$ cat config.mk
export PLATFORM = sky130hd
export DESIGN_NAME = srs_sequencer
export DESIGN_NICKNAME = d
export VERILOG_FILES = /design/src/verilog/srs_pkg.sv /design/src/verilog/srs_persist.sv /design/src/verilog/srs_sequencer.sv /design/src/verilog/srs_softstart.sv
export VERILOG_INCLUDE_DIRS = /design/src /design/src/verilog
export SDC_FILE = /design/constraint.sdc
export NUM_CORES = 1
export LEC_CHECK = 0
export ABC_CLOCK_PERIOD_IN_PS = 2700
export BUFFER_PORTS_ARGS = -buffer_cell sky130_fd_sc_hd__buf_2
export CORE_MARGIN = 8
export CORE_UTILIZATION = 60
export CTS_BUF_LIST = sky130_fd_sc_hd__clkbuf_8
export DETAILED_ROUTE_END_ITERATION = 10
export PLACE_DENSITY = 0.9
export REMOVE_ABC_BUFFERS = 1
export SLEW_MARGIN = 20
export SYNTH_ARGS = -nofsm -noshare
export SYNTH_HDL_FRONTEND = slang
export SYNTH_SLANG_ARGS = --single-unit
export TNS_END_PERCENT = 5
$ cat constraint.sdc
create_clock -name clock -period 2.7 [get_ports clock]
set_input_delay 0.27 -clock clock [delete_from_list [all_inputs] [get_ports clock]]
set_output_delay 0.27 -clock clock [all_outputs]
set_load 0.02 [all_outputs]
$ cat src/verilog/srs_defines.svh
`ifndef SRS_DEFINES_SVH
`define SRS_DEFINES_SVH

// Clock rate and timing
`define SRS_CLK_MHZ 125
`define SRS_OC_FILTER_NS 50000
`define SRS_OC_FILTER_CYC ((`SRS_OC_FILTER_NS * `SRS_CLK_MHZ + 999) / 1000)
`define SRS_FAULT_TIMER_CYC 4000
`define SRS_STEPS 32
`define SRS_STEP_CYC_LO 32
`define SRS_STEP_CYC_HI 64

// Register offsets
`define SRS_OFS_STATUS 8'h00
`define SRS_OFS_RST_TIMEOUT 8'h04

// Reset values
`define SRS_RST_TIMEOUT_RST 20'h0C350

// Status fields
`define SRS_ST_FAULT 0
`define SRS_ST_THERMAL 1
`define SRS_ST_CONV_EN 2
`define SRS_ST_REG_EN_LSB 3
`define SRS_ST_DONE_LSB 9
`define SRS_ST_SUP_LOW 15
`define SRS_ST_SEQ_ACTIVE 16
`define SRS_ST_STATE_LSB 17

`endif

$ cat src/verilog/srs_pkg.sv
package srs_pkg;

    typedef enum logic [2:0] {
        SRS_OFF,
        SRS_CONV_RAMP,
        SRS_RUN,
        SRS_FAULTED,
        SRS_HOT
    } srs_state_e;

    typedef logic [5:0] srs_level_t;

endpackage : srs_pkg

$ cat src/verilog/srs_persist.sv
module srs_persist #(
    parameter int W = 20
) (
    input wire logic clock,
    input wire logic nrst,
    input wire logic cond,
    input wire logic [W-1:0] limit,
    output logic hit
);

    logic [W-1:0] cnt_q;

    assign hit = cond && (cnt_q == limit);

    // Restarts whenever the condition drops
    always_ff @(posedge clock or negedge nrst) begin
        if (!nrst) begin
            cnt_q <= '0;
        end else if (!cond) begin
            cnt_q <= '0;
        end else if (cnt_q != limit) begin
            cnt_q <= cnt_q + W'(1);
        end
    end

endmodule : srs_persist

$ cat src/verilog/srs_sequencer.sv
// Operation
// - Under lockout: bias off, gate drives low
// - Lockout release clears fault and thermal latches
// - Enable needs rail, on/off, no latches
// - Logic rail starts after converter ramp
// - Sequence block for regulators two-five enables with converter
// - Select high and enabled: charge delay pins
// - Delay pin trip enables its regulator
// - Otherwise discharge all delay pins
// - Fresh soft-start on every enable
// - Positive references rise in 32 steps
// - Negative reference falls in 32 steps
// - Ramp lasts 1024 or 2048 cycles
// - Supervisor low on any bad condition
// - Release after monitor good for timeout
// - Supervisor output affects nothing else
// - Persistent undervoltage sets fault, regulators off
// - Fault clears on power or rising edges
// - Over-temperature latches, kills everything but bias, including rail
// - Filtered overcurrent sets fault latch
// - Overcurrent fault keeps rail, clears likewise
// - On/off rising edge clears non-thermal faults
// - Rate select picks frequency and ramp; only the ramp step (32 or 64 cycles) is implemented
//
// The placing of the registers and strobed register access are this design's own decisions.
`include "srs_defines.svh"

module srs_sequencer #(
    parameter int OC_FILTER_CYC = `SRS_OC_FILTER_CYC,
    parameter int FAULT_TIMER_CYC = `SRS_FAULT_TIMER_CYC
) (
    input wire logic clock,
    input wire logic nrst,
    input wire logic [7:0] addr,
    input wire logic [31:0] wdata,
    input wire logic wr_stb,
    input wire logic rd_stb,
    output logic [31:0] rdata_q,
    input wire logic rail_above_lockout,
    input wire logic onoff_above_threshold,
    input wire logic over_temp,
    input wire logic overcurrent_trip,
    input wire logic sequence_select,
    input wire logic switching_rate_select,
    input wire logic [3:0] regulator_delay_pin_trip,
    input wire logic [5:0] undervoltage,
    input wire logic supervisor_monitor_input,
    output logic bias_on,
    output logic internal_supply_rail_on,
    output logic gate_drive_enable,
    output logic converter_enable,
    output logic [5:0] regulator_enable,
    output logic [5:0] ramp_done,
    output logic [35:0] ramp_level,
    output logic sequence_enable,
    output logic delay_charge_on,
    output logic delay_discharge_on,
    output logic supervisor_reset_o,
    output logic supervisor_reset_oe
);

    srs_pkg::srs_state_e state_q;
    srs_pkg::srs_state_e state_d;
    logic fault_q;
    logic thermal_q;
    logic rail_q;
    logic seq_sel_q;
    logic onoff_q;
    logic [3:0] trip_q;
    logic [19:0] rst_timeout_q;
    logic sup_low_q;

    logic rail_rise;
    logic seq_rise;
    logic onoff_rise;
    logic enabled;
    logic seq_active;
    logic [3:0] trip_d;
    logic uv_cond;
    logic uv_hit;
    logic oc_hit;
    logic fault_set;
    logic fault_clr;
    logic fault_d;
    logic thermal_set;
    logic thermal_d;
    logic sup_bad;
    logic sup_good_hit;
    logic sel_status;
    logic sel_timeout;
    logic [31:0] status_word;
    logic [31:0] rdata_d;
    logic [19:0] timeout_d;

    // Edge detection for clear events
    assign rail_rise = rail_above_lockout && !rail_q;
    assign seq_rise = sequence_select && !seq_sel_q;
    assign onoff_rise = onoff_above_threshold && !onoff_q;

    assign enabled = rail_above_lockout && onoff_above_threshold && !fault_q && !thermal_q;

    assign bias_on = rail_above_lockout;
    assign gate_drive_enable = rail_above_lockout && enabled;

    assign internal_supply_rail_on = !thermal_q;

    assign converter_enable = enabled;
    assign sequence_enable = enabled;
    assign seq_active = enabled && sequence_select;

    assign delay_charge_on = seq_active;
    assign delay_discharge_on = !seq_active;

    assign trip_d = enabled ? (trip_q | (regulator_delay_pin_trip & {4{seq_active}})) : 4'h0;

    assign regulator_enable[0] = enabled;
    assign regulator_enable[1] = enabled && ramp_done[0];
    assign regulator_enable[5:2] = trip_q & {4{enabled}};

    genvar gi;
    generate
        for (gi = 0; gi < 6; gi++) begin : g_ramp
            srs_softstart #(
                .NEGATIVE(gi == 5)
            ) u_ramp (
                .clock(clock),
                .nrst(nrst),
                .enable(regulator_enable[gi]),
                .rate_hi(switching_rate_select),
                .level_q(ramp_level[gi*6 +: 6]),
                .done(ramp_done[gi])
            );
        end
    endgenerate
    // Negative ramp is the last instance

    assign uv_cond = |(undervoltage & ramp_done & regulator_enable);

    srs_persist #(
        .W(32)
    ) u_uv_timer (
        .clock(clock),
        .nrst(nrst),
        .cond(uv_cond),
        .limit(32'(FAULT_TIMER_CYC - 1)),
        .hit(uv_hit)
    );

    srs_persist #(
        .W(32)
    ) u_oc_filter (
        .clock(clock),
        .nrst(nrst),
        .cond(overcurrent_trip),
        .limit(32'(OC_FILTER_CYC - 1)),
        .hit(oc_hit)
    );

    assign fault_set = uv_hit || oc_hit;

    // Clear on power cycle or edges
    assign fault_clr = rail_rise || ((seq_rise || onoff_rise) && !overcurrent_trip);
    assign fault_d = fault_set ? 1'b1 : (fault_clr ? 1'b0 : fault_q);

    assign thermal_set = over_temp;
    assign thermal_d = thermal_set ? 1'b1 : (rail_rise ? 1'b0 : thermal_q);

    assign sup_bad = !supervisor_monitor_input || !rail_above_lockout ||
                     !onoff_above_threshold || fault_q || thermal_q;

    srs_persist #(
        .W(20)
    ) u_sup_timer (
        .clock(clock),
        .nrst(nrst),
        .cond(!sup_bad),
        .limit(rst_timeout_q),
        .hit(sup_good_hit)
    );

    assign supervisor_reset_o = 1'b0;
    assign supervisor_reset_oe = sup_low_q;

    always_comb begin
        state_d = state_q;
        case (state_q)
            srs_pkg::SRS_OFF: begin
                if (enabled) begin
                    state_d = srs_pkg::SRS_CONV_RAMP;
                end
            end
            srs_pkg::SRS_CONV_RAMP: begin
                if (ramp_done[0]) begin
                    state_d = srs_pkg::SRS_RUN;
                end
            end
            srs_pkg::SRS_RUN: begin
                state_d = srs_pkg::SRS_RUN;
            end
            srs_pkg::SRS_FAULTED: begin
                state_d = srs_pkg::SRS_FAULTED;
            end
            srs_pkg::SRS_HOT: begin
                state_d = srs_pkg::SRS_HOT;
            end
            default: begin
                state_d = srs_pkg::SRS_OFF;
            end
        endcase
        if (thermal_d) begin
            state_d = srs_pkg::SRS_HOT;
        end else if (fault_d) begin
            state_d = srs_pkg::SRS_FAULTED;
        end else if (!(rail_above_lockout && onoff_above_threshold)) begin
            state_d = srs_pkg::SRS_OFF;
        end else if (state_q == srs_pkg::SRS_FAULTED || state_q == srs_pkg::SRS_HOT) begin
            state_d = srs_pkg::SRS_OFF;
        end
    end

    // Register decode
    assign sel_status = (addr == `SRS_OFS_STATUS);
    assign sel_timeout = (addr == `SRS_OFS_RST_TIMEOUT);
    assign timeout_d = (wr_stb && sel_timeout) ? wdata[19:0] : rst_timeout_q;

    always_comb begin
        status_word = 32'h0000_0000;
        status_word[`SRS_ST_FAULT] = fault_q;
        status_word[`SRS_ST_THERMAL] = thermal_q;
        status_word[`SRS_ST_CONV_EN] = converter_enable;
        status_word[`SRS_ST_REG_EN_LSB +: 6] = regulator_enable;
        status_word[`SRS_ST_DONE_LSB +: 6] = ramp_done;
        status_word[`SRS_ST_SUP_LOW] = sup_low_q;
        status_word[`SRS_ST_SEQ_ACTIVE] = seq_active;
        status_word[`SRS_ST_STATE_LSB +: 3] = state_q;
    end

    assign rdata_d = !rd_stb ? 32'h0000_0000 :
                     sel_status ? status_word :
                     sel_timeout ? {12'h000, rst_timeout_q} : 32'h0000_0000;

    always_ff @(posedge clock or negedge nrst) begin
        if (!nrst) begin
            rdata_q <= 32'h0000_0000;
        end else begin
            rdata_q <= rdata_d;
        end
    end

    always_ff @(posedge clock or negedge nrst) begin
        if (!nrst) begin
            rst_timeout_q <= `SRS_RST_TIMEOUT_RST;
        end else begin
            rst_timeout_q <= timeout_d;
        end
    end

    always_ff @(posedge clock or negedge nrst) begin
        if (!nrst) begin
            rail_q <= 1'b0;
            seq_sel_q <= 1'b0;
            onoff_q <= 1'b0;
        end else begin
            rail_q <= rail_above_lockout;
            seq_sel_q <= sequence_select;
            onoff_q <= onoff_above_threshold;
        end
    end

    always_ff @(posedge clock or negedge nrst) begin
        if (!nrst) begin
            fault_q <= 1'b0;
        end else begin
            fault_q <= fault_d;
        end
    end

    always_ff @(posedge clock or negedge nrst) begin
        if (!nrst) begin
            thermal_q <= 1'b0;
        end else begin
            thermal_q <= thermal_d;
        end
    end

    always_ff @(posedge clock or negedge nrst) begin
        if (!nrst) begin
            trip_q <= 4'h0;
        end else begin
            trip_q <= trip_d;
        end
    end

    always_ff @(posedge clock or negedge nrst) begin
        if (!nrst) begin
            state_q <= srs_pkg::SRS_OFF;
        end else begin
            state_q <= state_d;
        end
    end

    // Supervisor holds low until timeout
    always_ff @(posedge clock or negedge nrst) begin
        if (!nrst) begin
            sup_low_q <= 1'b1;
        end else if (sup_bad) begin
            sup_low_q <= 1'b1;
        end else if (sup_good_hit) begin
            sup_low_q <= 1'b0;
        end
    end

endmodule : srs_sequencer

$ cat src/verilog/srs_softstart.sv
`include "srs_defines.svh"

module srs_softstart #(
    parameter bit NEGATIVE = 1'b0
) (
    input wire logic clock,
    input wire logic nrst,
    input wire logic enable,
    input wire logic rate_hi,
    output srs_pkg::srs_level_t level_q,
    output logic done
);

    logic [5:0] cyc_q;
    logic [5:0] step_q;
    logic [5:0] step_d;
    logic [5:0] cyc_d;
    logic [5:0] last_cyc;
    logic at_end;

    assign last_cyc = rate_hi ? 6'(`SRS_STEP_CYC_HI - 1) : 6'(`SRS_STEP_CYC_LO - 1);
    assign at_end = (step_q == 6'(`SRS_STEPS));
    assign done = at_end;

    always_comb begin
        step_d = step_q;
        cyc_d = cyc_q;
        if (!enable) begin
            step_d = 6'h00;
            cyc_d = 6'h00;
        end else if (!at_end) begin
            if (cyc_q == last_cyc) begin
                cyc_d = 6'h00;
                step_d = step_q + 6'h01;
            end else begin
                cyc_d = cyc_q + 6'h01;
            end
        end
    end

    always_ff @(posedge clock or negedge nrst) begin
        if (!nrst) begin
            cyc_q <= 6'h00;
            step_q <= 6'h00;
            level_q <= NEGATIVE ? 6'(`SRS_STEPS) : 6'h00;
        end else begin
            cyc_q <= cyc_d;
            step_q <= step_d;
            level_q <= NEGATIVE ? (6'(`SRS_STEPS) - step_d) : step_d;
        end
    end

endmodule : srs_softstart
==> out/qor.yml, run 1 <==
grt:
  antenna_found_initial: 2
  grt_pass1_wl_um: 46600
  grt_overflow: 0
  grt_pass1_vias: 9266
  grt_max_degree: 86
  track_usage_pct: 25.65
sta:
  maxSlewViolCount: 0
  finalClockSkew_ns: 0.04017
  slew_headroom_pct: 44.62
  fmax_mhz: 390.2
  setup_viol: 0
  post-route-period-util_pct: 94.91
  rsz0062_at_grt: "no"
  worst_pin_slew_ns: 0.8231
  hold_violations: 0
  fin_crit_ns: 2.563
synth:
  synth_ff_type: "dfrtp_1"
  syn-cell-area_um2: 10930
  synth_cells: 1097
  async_flop_share_pct: 100.0
  yosysWarnings: 0
  ys_seq_area_share_pct: 49.07
  ys_seq_elements: 214
  synth_cell_types: 67
  synth_area_leaders: "dfrtp_1 47%, xnor2_1 6.2%, xor2_1 5.0%"
  synth_edf_count: 0
  yosysTopAreaCell: "dfrtp_1"
  synth_top_area_share_pct: 47.15
  syn_area_per_cell_um2: 9.966
floorplanning:
  core_area_um2: 17900
  top_level_ports: 150
  die_area_um2: 22800
  die_h_um: 151.0
  rows: 49
  initial_core_util_pct: 61.07
  die_x_um: 151.0
clocking:
  clock_path_buffers: 3
  cts-buffers-inserted: 37
  post_cts_buffers: 0
  cts.htree.levels: 2
  clock_sinks: 214
  clkTransAtPathRegs_ns: 0.06
  clock_tree.root_cell: "clkbuf_8"
  cts_tree: "yes"
  insertion_delay_ns: 0.54
place:
  placed_cell_area_um2: 11720
  gp_congestion: 0.9131
  hpwl_um: 18960
  io_buffers: 124
pwr:
  irDropWorstVdd_mv: 0.4218
  leakage_uw: 0.005936
  p_total_uw: 6733
  power_density_nw_per_um2: 525.9
min_path:
  hp-class: "in2reg"
final_layout:
  fin_util_pct: 71.51
  drive_gt1_share_pct: 20.00
  antenna_cells: 0
  fill_cells: 1205
  final_nets: 1346
  finalInstanceArea_um2: 12800
  syn_to_final_growth_pct: 17.09
drt:
  drt-met1-wl_um: 10800
  postRouteAntennaNets: 0
  post_drt_via_cell_ratio: 5.899
  wl_met2_um: 14780
  dr.pass1.iters: 5
  vias: 8960
  drtIter0Drc: 746
  wl_um: 29080
  dr_wl_met3_um: 2252
  routed.top_layer: "met5"
  drc_errors: 0
  wl_per_cell_um: 19.14
critical_path:
  critPathKind: "reg2out"
  crit_path_start_kind: "flop"
  worstPathMaxFanout: 12
  endpoint_kind: "primary output"
  cp.arrival_ns: 2.29
  required_ns: 2.43
flow_run:
  drv_cap: 0
status:
  outcome: "complete, no violations"
## logic make-up after synthesis
kind of cell / share of synthesized area (%)
buf+inv: 4.681
xor+xnor: 11.22
other cells: 0.03430
flops: 49.07
mux: 2.701
simple gates: 23.16
fa+ha+maj: 2.632
compound gates: 6.500
## cell type report
type | instances | area (µm²) | area share (%)
sequential | 214 | 5366 | 41.92
multi-input combinational | 795 | 5109 | 39.91
timing repair buffer | 174 | 1102 | 8.611
clock buffer | 47 | 646.9 | 5.053
tap | 229 | 286.5 | 2.238
inverter | 40 | 151.4 | 1.183
clock inverter | 20 | 138.9 | 1.085
## placed cells by master (no fill, tap or decap), types with 4 or more instances in the layout
cell type	n
dfrtp_1	205
nor2_1	126
buf_2	122
nand2_1	94
xnor2_1	78
xor2_1	62
clkbuf_8	48
inv_1	45
nand4_1	45
nand3_1	45
a21oi_1	29
dlygate4sd3_1	28
nor2b_1	26
and2_1	25
and3_1	24
ha_1	23
nor3_1	22
o21ai_0	22
a22oi_1	20
mux2_2	20
buf_4	20
or3_1	17
nor4_1	13
conb_1	13
a21boi_0	9
dfstp_2	8
mux2i_1	7
nand2b_1	7
clkinv_2	7
or4_1	7
a31oi_1	4
and4_1	4
o31ai_1	4
## metrics by stage
step	TNS [ns]	std cells	hold WS, ns	setup slack, ns
floorplan	-0.5073	1049	-0.02559	-0.1794
global placement	0	1424	0.3621	0.2711
detailed placement	0	1424	0.3549	0.1290
CTS	0	1519	0.00004380	0.03369
global route	0	1519	0.007808	0.006530
finish	0	1519	0.02484	0.1374
## registers in the layout, indices dropped and copies added (netlist names), 3 cells and up
register               cells
u_oc_filter.cnt_q         32
state_q                    3
rdata_q                   20
g_ramp.u_ramp.cyc_q       36
u_uv_timer.cnt_q          32
g_ramp.u_ramp.level_q     36
g_ramp.u_ramp.step_q       5
u_sup_timer.cnt_q         20
trip_q                     4
rst_timeout_q             20
## repair_timing
item	CTS	global route
hold endpoints to repair	104	0
hold buffers	28	0
setup endpoints to repair	0	19
resized for setup	0	6
## final timing paths
path	start	endpoint	slack, ns	cells past startpoint
max	thermal_q	regulator_enable[4]	0.14	5
min	wdata[17]	rst_timeout_q[17]	0.02	2
max reg2reg	g_ramp[5].u_ramp.level_q[0]	g_ramp[5].u_ramp.level_q[4]	0.30	10
min reg2reg	supervisor_reset_oe	supervisor_reset_oe	0.48	2
max in group asynchronous	nrst	rst_timeout_q[9]	1.52	3
min in group asynchronous	nrst	u_oc_filter.cnt_q[7]	0.34	2
## synthesized netlist by cell type (all sizes together) (2+ instances only)
cell type	instances
and2	26
nand4b	2
inv	36
and3	24
nand4bb	2
a31oi	4
mux2i	7
and4	4
nand2	97
ha	23
xor2	62
o2111a	2
dfstp	8
o31ai	4
nor2	128
a21oi	30
nand3	47
nor2b	26
a211oi	2
a22oi	20
or4	9
o211ai	3
or3	17
a21boi	9
xnor2	78
o2111ai	3
dfrtp	206
nor3b	3
mux2	20
or2	2
nand2b	8
o21ai	23
nor4	17
nand4	46
buf	39
clkinv	4
nor3	22
a21o	4
clkbuf	21
## routing by layer
layer  track usage [%]  vias to the layer above
li1                  -                     4052
met4             13.71                        2
met3             5.826                       94
met5                 0                        -
met1             30.00                     4379
met2             43.33                      433
## critical path, cell delays in order, from the launching register on
cell and delay [ns]:
dfrtp_1 0.45, nand4bb_1 0.26, inv_2 0.21, nand2_1 0.30, inv_1 0.33, buf_2 0.23
## power by group
part / internal, µW / switching, µW
clock: 1760 / 1340
sequential: 3240 / 32.0
combinational: 129 / 239
total: 5130 / 1610
Power figures use the tool's default switching activity.
==> inputs of run 2 (changes only) <==
--- a/config.mk
+++ b/config.mk
@@ -6,13 +6,13 @@
 export SDC_FILE = /design/constraint.sdc
 export NUM_CORES = 1
 export LEC_CHECK = 0
-export ABC_CLOCK_PERIOD_IN_PS = 2700
+export ABC_CLOCK_PERIOD_IN_PS = 2100
 export BUFFER_PORTS_ARGS = -buffer_cell sky130_fd_sc_hd__buf_2
 export CORE_MARGIN = 8
-export CORE_UTILIZATION = 60
+export CORE_UTILIZATION = 54
 export CTS_BUF_LIST = sky130_fd_sc_hd__clkbuf_8
 export DETAILED_ROUTE_END_ITERATION = 10
-export PLACE_DENSITY = 0.9
+export PLACE_DENSITY = 0.86
 export REMOVE_ABC_BUFFERS = 1
 export SLEW_MARGIN = 20
 export SYNTH_ARGS = -nofsm -noshare
==> constraint.sdc (replaced) <==
create_clock -name clock -period 2.1 [get_ports clock]
set_input_delay 0.21 -clock clock [delete_from_list [all_inputs] [get_ports clock]]
set_output_delay 0.21 -clock clock [all_outputs]
set_load 0.02 [all_outputs]
==> run 2 against run 1 <==
The flow now finishes with violations (setup timing); register-to-register slack worse by 0.35 ns; final area grew 4.8%; clock power is 24% higher; critical path depth increased by 3; clock-buffer cell count down 4; largest power group unchanged; routed wire length decreased by 1.8%; highest routed layer is now met4; utilization fell by 4.5 points.
==> out/qor.yml, run 2 (synthesis gave the netlist of run 1 again) <==
clocking:
  clkTransAtPathRegs_ns: 0.07  # about the same
  cts-buffers-inserted: 36  # -2.7%
  insertion_delay_ns: 0.54  # about the same
  clock_path_buffers: 3  # unchanged
  clock_tree.root_cell: "clkbuf_8"
  cts_tree: "yes"
  cts.htree.levels: 2  # unchanged
  clock_sinks: 214  # unchanged
sta:
  post-route-period-util_pct: 105.2
  fin_crit_ns: 2.209
  fmax_mhz: 452.8
  maxSlewViolCount: 0  # unchanged
  rsz0062_at_grt: "yes"
  setup_viol: 6  # +6
  holdWs_ns: 0.06270  # +0.03786 ns
  worst_slack_ns: -0.1086  # -0.2460 ns
  hold_violations: 0  # unchanged
  finalClockSkew_ns: 0.02913  # -0.01104 ns
pwr:
  power_density_nw_per_um2: 638.7  # +21%
  irDropWorstVdd_mv: 0.4137  # -1.9%
  leakage_uw: 0.006209  # +4.6%
drt:
  postRouteAntennaNets: 0  # unchanged
  post_drt_via_cell_ratio: 5.545  # -6.0%
  vias: 8927  # -0.37%
  wl_per_cell_um: 17.74  # -7.3%
  wl_um: 28560  # -1.8%
  dr.pass1.iters: 5  # unchanged
  drc_errors: 0  # unchanged
  drtIter0Drc: 617  # -17%
grt:
  track_usage_pct: 22.79  # -2.9 points
  grt_pass1_wl_um: 45660  # -2.0%
  grt_pass1_vias: 9125  # -1.5%
  grt_overflow: 0  # unchanged
  grt_max_degree: 69  # -20%
  antenna_found_initial: 0  # -2
final_layout:
  fin_cells: 1610  # +6.0%
  antenna_cells: 0  # unchanged
  drive_gt1_share_pct: 25.45  # +5.4 points
  fin_util_pct: 66.96  # -4.5 points
  finalInstanceArea_um2: 13420  # +4.8%
  top_regs: "g_ramp.u_ramp.cyc_q (36), g_ramp.u_ramp.level_q (36)"
  syn_to_final_growth_pct: 22.74
  fill_cells: 1412  # +17%
  layout_common_cells: "204 x dfrtp_1, 120 x nor2_1, 116 x buf_2"
  layout_commonest_cell: "dfrtp_1"
  final_nets: 1397  # +3.8%
floorplanning:
  rows: 52  # +6.1%
  die_x_um: 158.3  # +4.8%
  initial_core_util_pct: 54.56  # -6.5 points
  die_h_um: 158.3  # +4.8%
  core_area_um2: 20040  # +12%
  top_level_ports: 150  # unchanged
  die_area_um2: 25060  # +9.9%
critical_path:
  required_ns: 1.89  # -0.54 ns
  crit_chain: "inv_1, ha_1, nand2_1, or4_4, clkinv_4, nand2_4, inv_4, buf_6"
  ff2ff_setup_slack_ns: -0.05  # -0.35 ns
  r2r-start: "g_ramp[5].u_ramp.level_q[0]"
  reg2reg_depth: 10  # unchanged
  cpPeakStageDelay_ns: 0.45  # about the same
  crit_start: "g_ramp[0].u_ramp.level_q[0]"
  cp_slowest_cell: "or4_4"
  timing.rr.end: "g_ramp[5].u_ramp.level_q[4]"
  worstPathMaxFanout: 5  # -7
  cp.arrival_ns: 2.00  # -0.29 ns
  critPathKind: "reg2out"
  crit_path_start_kind: "flop"
  endpoint_kind: "primary output"
place:
  dp.cells: 1509  # +6.0%
  io_buffers: 124  # unchanged
  pre_cts_ws_ns: -0.1120  # -0.2411 ns
  placed_cell_area_um2: 12120  # +3.4%
  hpwl_um: 19240  # +1.5%
  gp_congestion: 0.8930  # -2.2%
min_path:
  hp-class: "in2reg"
  whs_path_depth: 4  # +2
  min_to: "u_sup_timer.cnt_q[18]"
  hp-start: "supervisor_monitor_input"
status:
  failed_checks: "setup timing"
  outcome: "complete, but fails checks"
flow_run:
  drv_cap: 0  # unchanged
==> run 2: where the power goes <==
group	total (µW)	internal, µW	switching [µW]
combinational	526	208	318
clock	3850	2120	1720
sequential	4200	4160	38.0
total	8570	6490	2080
==> run 2: critical path, delay by kind of cell (launching register included) <==
kind                     cells  cell delay, ns
adder cells (fa/ha/maj)      1            0.14
buffers and inverters        4            0.36
flip-flops                   1            0.38
AND/OR/NAND/NOR              3            0.58
==> run 2: stage by stage <==
step	total power (µW)	setup TNS [ns]
after floorplan	4451	-22.51
after global placement	4723	0
after detailed placement	4733	-0.1120
after CTS	8622	-1.193
after global routing	8890	-1.144
final	8571	-0.3476
==> run 2: timing repair <==
item,in CTS,in global routing
pin swaps,10,5
hold buffers,29,0
endpoints found under the hold margin,81,0
resized for setup,45,22
setup endpoints to repair,11,58
buffers inserted,6,1
==> run 2: layout make-up <==
cell class              instances  area, µm²  share of cell area [%]
clock buffers                  43      591.8                   4.410
well taps                     270      337.8                   2.517
inverters                      40      173.9                   1.296
multi-input cells             795       5224                   38.93
flip-flops and latches        214       5368                   40.00
repair buffers                226       1568                   11.68
clock inverters                22      156.4                   1.166
==> run 2: how the worst max path moves through the flow <==
stage	end	slack, ns	cells after the start
after global routing	regulator_enable[1]	-0.19	8
after CTS	ramp_done[5]	-0.19	7
after floorplan	state_q[0]	-0.78	8
after global placement	g_ramp[5].u_ramp.level_q[4]	0.009	10
final	regulator_enable[1]	-0.11	8
after detailed placement	g_ramp[5].u_ramp.level_q[4]	-0.11	10
==> run 2: per-layer routing <==
metal / vias up / global-route usage (%) / share of wire, %
li1: 4155 / - / -
met1: 4369 / 28.17 / 40
met2: 307 / 37.28 / 50
met3: 96 / 5.157 / 6.5
met4: 0 / 11.05 / 3.9
met5: - / 0 / 0
==> inputs of run 3 (changes only) <==
--- a/config.mk
+++ b/config.mk
@@ -10,7 +10,7 @@
 export BUFFER_PORTS_ARGS = -buffer_cell sky130_fd_sc_hd__buf_2
 export CORE_MARGIN = 8
 export CORE_UTILIZATION = 54
-export CTS_BUF_LIST = sky130_fd_sc_hd__clkbuf_8
+export CTS_BUF_LIST = sky130_fd_sc_hd__clkbuf_4
 export DETAILED_ROUTE_END_ITERATION = 10
 export PLACE_DENSITY = 0.86
 export REMOVE_ABC_BUFFERS = 1
==> run 3 against run 2 <==
The flow still finishes with violations (setup timing); clock-buffer cell count up 34; sequential share of layout area is 0.69 points lower; sequential power about the same; clock skew is 0.082 ns higher; routed wire length is 8.6% higher; highest routed layer unchanged.
==> out/qor.yml, run 3 (synthesis gave the netlist of run 1 again) <==
grt:
  grt.busiest_layer: "met2"
  gr-usage-met1_pct: 29.04  # +0.86 points
  grt_overflow: 0  # unchanged
  track_usage_pct: 24.21  # +1.4 points
  grt_pass1_wl_um: 48350  # +5.9%
  antenna_found_initial: 1  # +1
  grt_max_degree: 69  # unchanged
  grtUsageMet3_pct: 6.189  # +1.0 points
  grt_pass1_vias: 9597  # +5.2%
  grt_util_met2_pct: 39.37  # +2.1 points
drt:
  vias: 9436  # +5.7%
  drtIter0Drc: 663  # +7.5%
  post_drt_via_cell_ratio: 5.688  # +2.6%
  postRouteAntennaNets: 0  # unchanged
  dr.pass1.iters: 8  # +3
  drc_errors: 0  # unchanged
  wl_per_cell_um: 18.69  # +5.4%
  wl_um: 31010  # +8.6%
sta:
  slew_headroom_pct: 65.76
  rsz0062_at_grt: "yes"
  fmax_mhz: 424.5  # -6.2%
  fin_crit_ns: 2.356  # +0.1472 ns
  setup_viol: 8  # +2
  worst_slack_ns: -0.2558  # -0.1472 ns
  hold_violations: 0  # unchanged
  finalClockSkew_ns: 0.1114  # +0.08226 ns
  worst_pin_slew_ns: 0.5101
  maxSlewViolCount: 0  # unchanged
  post-route-period-util_pct: 112.2  # +7.0 points
clocking:
  clkTransAtPathRegs_ns: 0.08  # about the same
  cts_tree: "yes"
  clock_path_buffers: 3  # unchanged
  cts-buffers-inserted: 56  # +56%
  clock_sinks: 214  # unchanged
  insertion_delay_ns: 0.73  # +0.19 ns
  cts.htree.levels: 2  # unchanged
  clock_tree.root_cell: "clkbuf_4"
final_layout:
  drive_gt1_share_pct: 28.17  # +2.7 points
  fin_cells: 1659  # +3.0%
  fill_cells: 1390  # -1.6%
  layout_commonest_cell: "dfrtp_1"
  final_nets: 1428  # +2.2%
  syn_to_final_growth_pct: 24.88
  top_regs: "g_ramp.u_ramp.cyc_q (36), g_ramp.u_ramp.level_q (36)"
  layout_common_cells: "204 x dfrtp_1, 122 x nor2_1, 111 x buf_2"
critical_path:
  reg2reg_depth: 11  # +1
  crit_chain: "inv_1, ha_1, nand2_1, or4_4, inv_4, nand2_4, inv_4, buf_6"
  worstPathMaxFanout: 4  # -1
  required_ns: 1.89  # about the same
  r2r-start: "g_ramp[5].u_ramp.step_q[1]"
  crit_path_start_kind: "flop"
  endpoint_kind: "primary output"
  ff2ff_setup_slack_ns: -0.10  # -0.05 ns
  cp.arrival_ns: 2.15  # +0.15 ns
  cp_slowest_cell: "or4_4"
  critPathKind: "reg2out"
  worst_path_most_repeated_cell: "inv_4"
  cpPeakStageDelay_ns: 0.45  # about the same
  timing.rr.end: "g_ramp[5].u_ramp.level_q[4]"
pwr:
  power_density_nw_per_um2: 613.8  # -3.9%
  irDropWorstVdd_mv: 0.3460  # -16%
  leakage_uw: 0.006352  # +2.3%
floorplanning:
  rows: 52  # unchanged
  top_level_ports: 150  # unchanged
  die_h_um: 158.3  # unchanged
  die_x_um: 158.3  # unchanged
  initial_core_util_pct: 54.56  # unchanged
  die_area_um2: 25060  # unchanged
  core_area_um2: 20040  # unchanged
place:
  hpwl_um: 19240  # unchanged
  io_buffers: 124  # unchanged
  pre_cts_ws_ns: -0.1120  # unchanged
  dp.cells: 1509  # unchanged
  gp_congestion: 0.8930  # unchanged
min_path:
  hp-class: "in2async"
flow_run:
  drv_cap: 0  # unchanged
status:
  outcome: "complete, but fails checks"
  failed_checks: "setup timing"
==> run 3: changes by cell type in the layout (fill, tap and decap cells not counted), moves of 3 or more <==
cell	change
buf_2	-5
buf_6	+11
clkbuf_4	+77
clkbuf_8	-43
clkinv_1	+18
dlygate4sd3_1	+3
ha_1	-3
inv_1	-15
nand2_1	-4
nand2_4	+3
nor2_2	-3
==> run 3: worst max path at each step <==
stage               depth (start not counted)                        start  slack (ns)                           to
floorplan                                   8                    thermal_q       -0.78                   state_q[0]
global placement                           10  g_ramp[5].u_ramp.level_q[0]       0.009  g_ramp[5].u_ramp.level_q[4]
detailed placement                         10  g_ramp[5].u_ramp.level_q[0]       -0.11  g_ramp[5].u_ramp.level_q[4]
CTS                                         7  g_ramp[5].u_ramp.level_q[0]       -0.31                 ramp_done[5]
global route                                8  g_ramp[0].u_ramp.level_q[0]       -0.35          regulator_enable[1]
finish                                      8  g_ramp[0].u_ramp.level_q[0]       -0.26          regulator_enable[1]
==> run 3: what timing repair did <==
item,CTS,global route
pin swaps,5,9
hold buffers,32,0
setup endpoints to repair,18,65
setup buffers,11,4
hold endpoints to repair,275,0
resized for setup,66,46
==> run 3: cell type report <==
cell class / instances / area (µm²) / share of cell area (%)
Sequential cell: 214 / 5368 / 39.31
Multi-Input combinational cell: 795 / 5338 / 39.09
Timing Repair Buffer: 237 / 1712 / 12.54
Clock buffer: 77 / 578.1 / 4.234
Tap cell: 270 / 337.8 / 2.474
Inverter: 40 / 187.7 / 1.375
Clock inverter: 25 / 130.1 / 0.9531
Antenna cell: 1 / 2.502 / 0.01833
==> run 3: metal layers <==
metal  part of all wire, %  vias up
met5                     0        -
met4                   4.8        0
met3                   7.7      140
met2                    49      451
met1                    38     4594
li1                      -     4251
==> run 3: through the flow <==
step | cell area [µm²] | setup TNS, ns | hold WS (ns) | util [%] | total power [µW]
2_1_floorplan | 10620 | -22.51 | -0.08559 | - | 4451
3_3_place_gp | 12120 | 0 | 0.1744 | 60.48 | 4723
3_5_place_dp | 12120 | -0.1120 | 0.1770 | 60.48 | 4733
4_1_cts | 13430 | -2.183 | 0.03108 | 67.03 | 8397
5_1_grt | 13650 | -2.637 | 0.07448 | 68.13 | 8706
6_report | 13650 | -1.182 | 0.04241 | 68.13 | 8381
==> run 3: power by group <==
| part | leakage (µW) | internal (µW) | switching (µW) | total (µW) |
|---|---|---|---|---|
| clock | 0.000418 | 1830 | 1820 | 3650 |
| combinational | 0.00300 | 208 | 324 | 532 |
| sequential | 0.00294 | 4160 | 37.6 | 4190 |
==> run 3: critical path, delay by kind of cell (launching register included) <==
kind	cells	cell delay [ns]
adders and majority gates	1	0.14
buffers and inverters	4	0.35
DFF	1	0.39
and+or+nand+nor	3	0.59
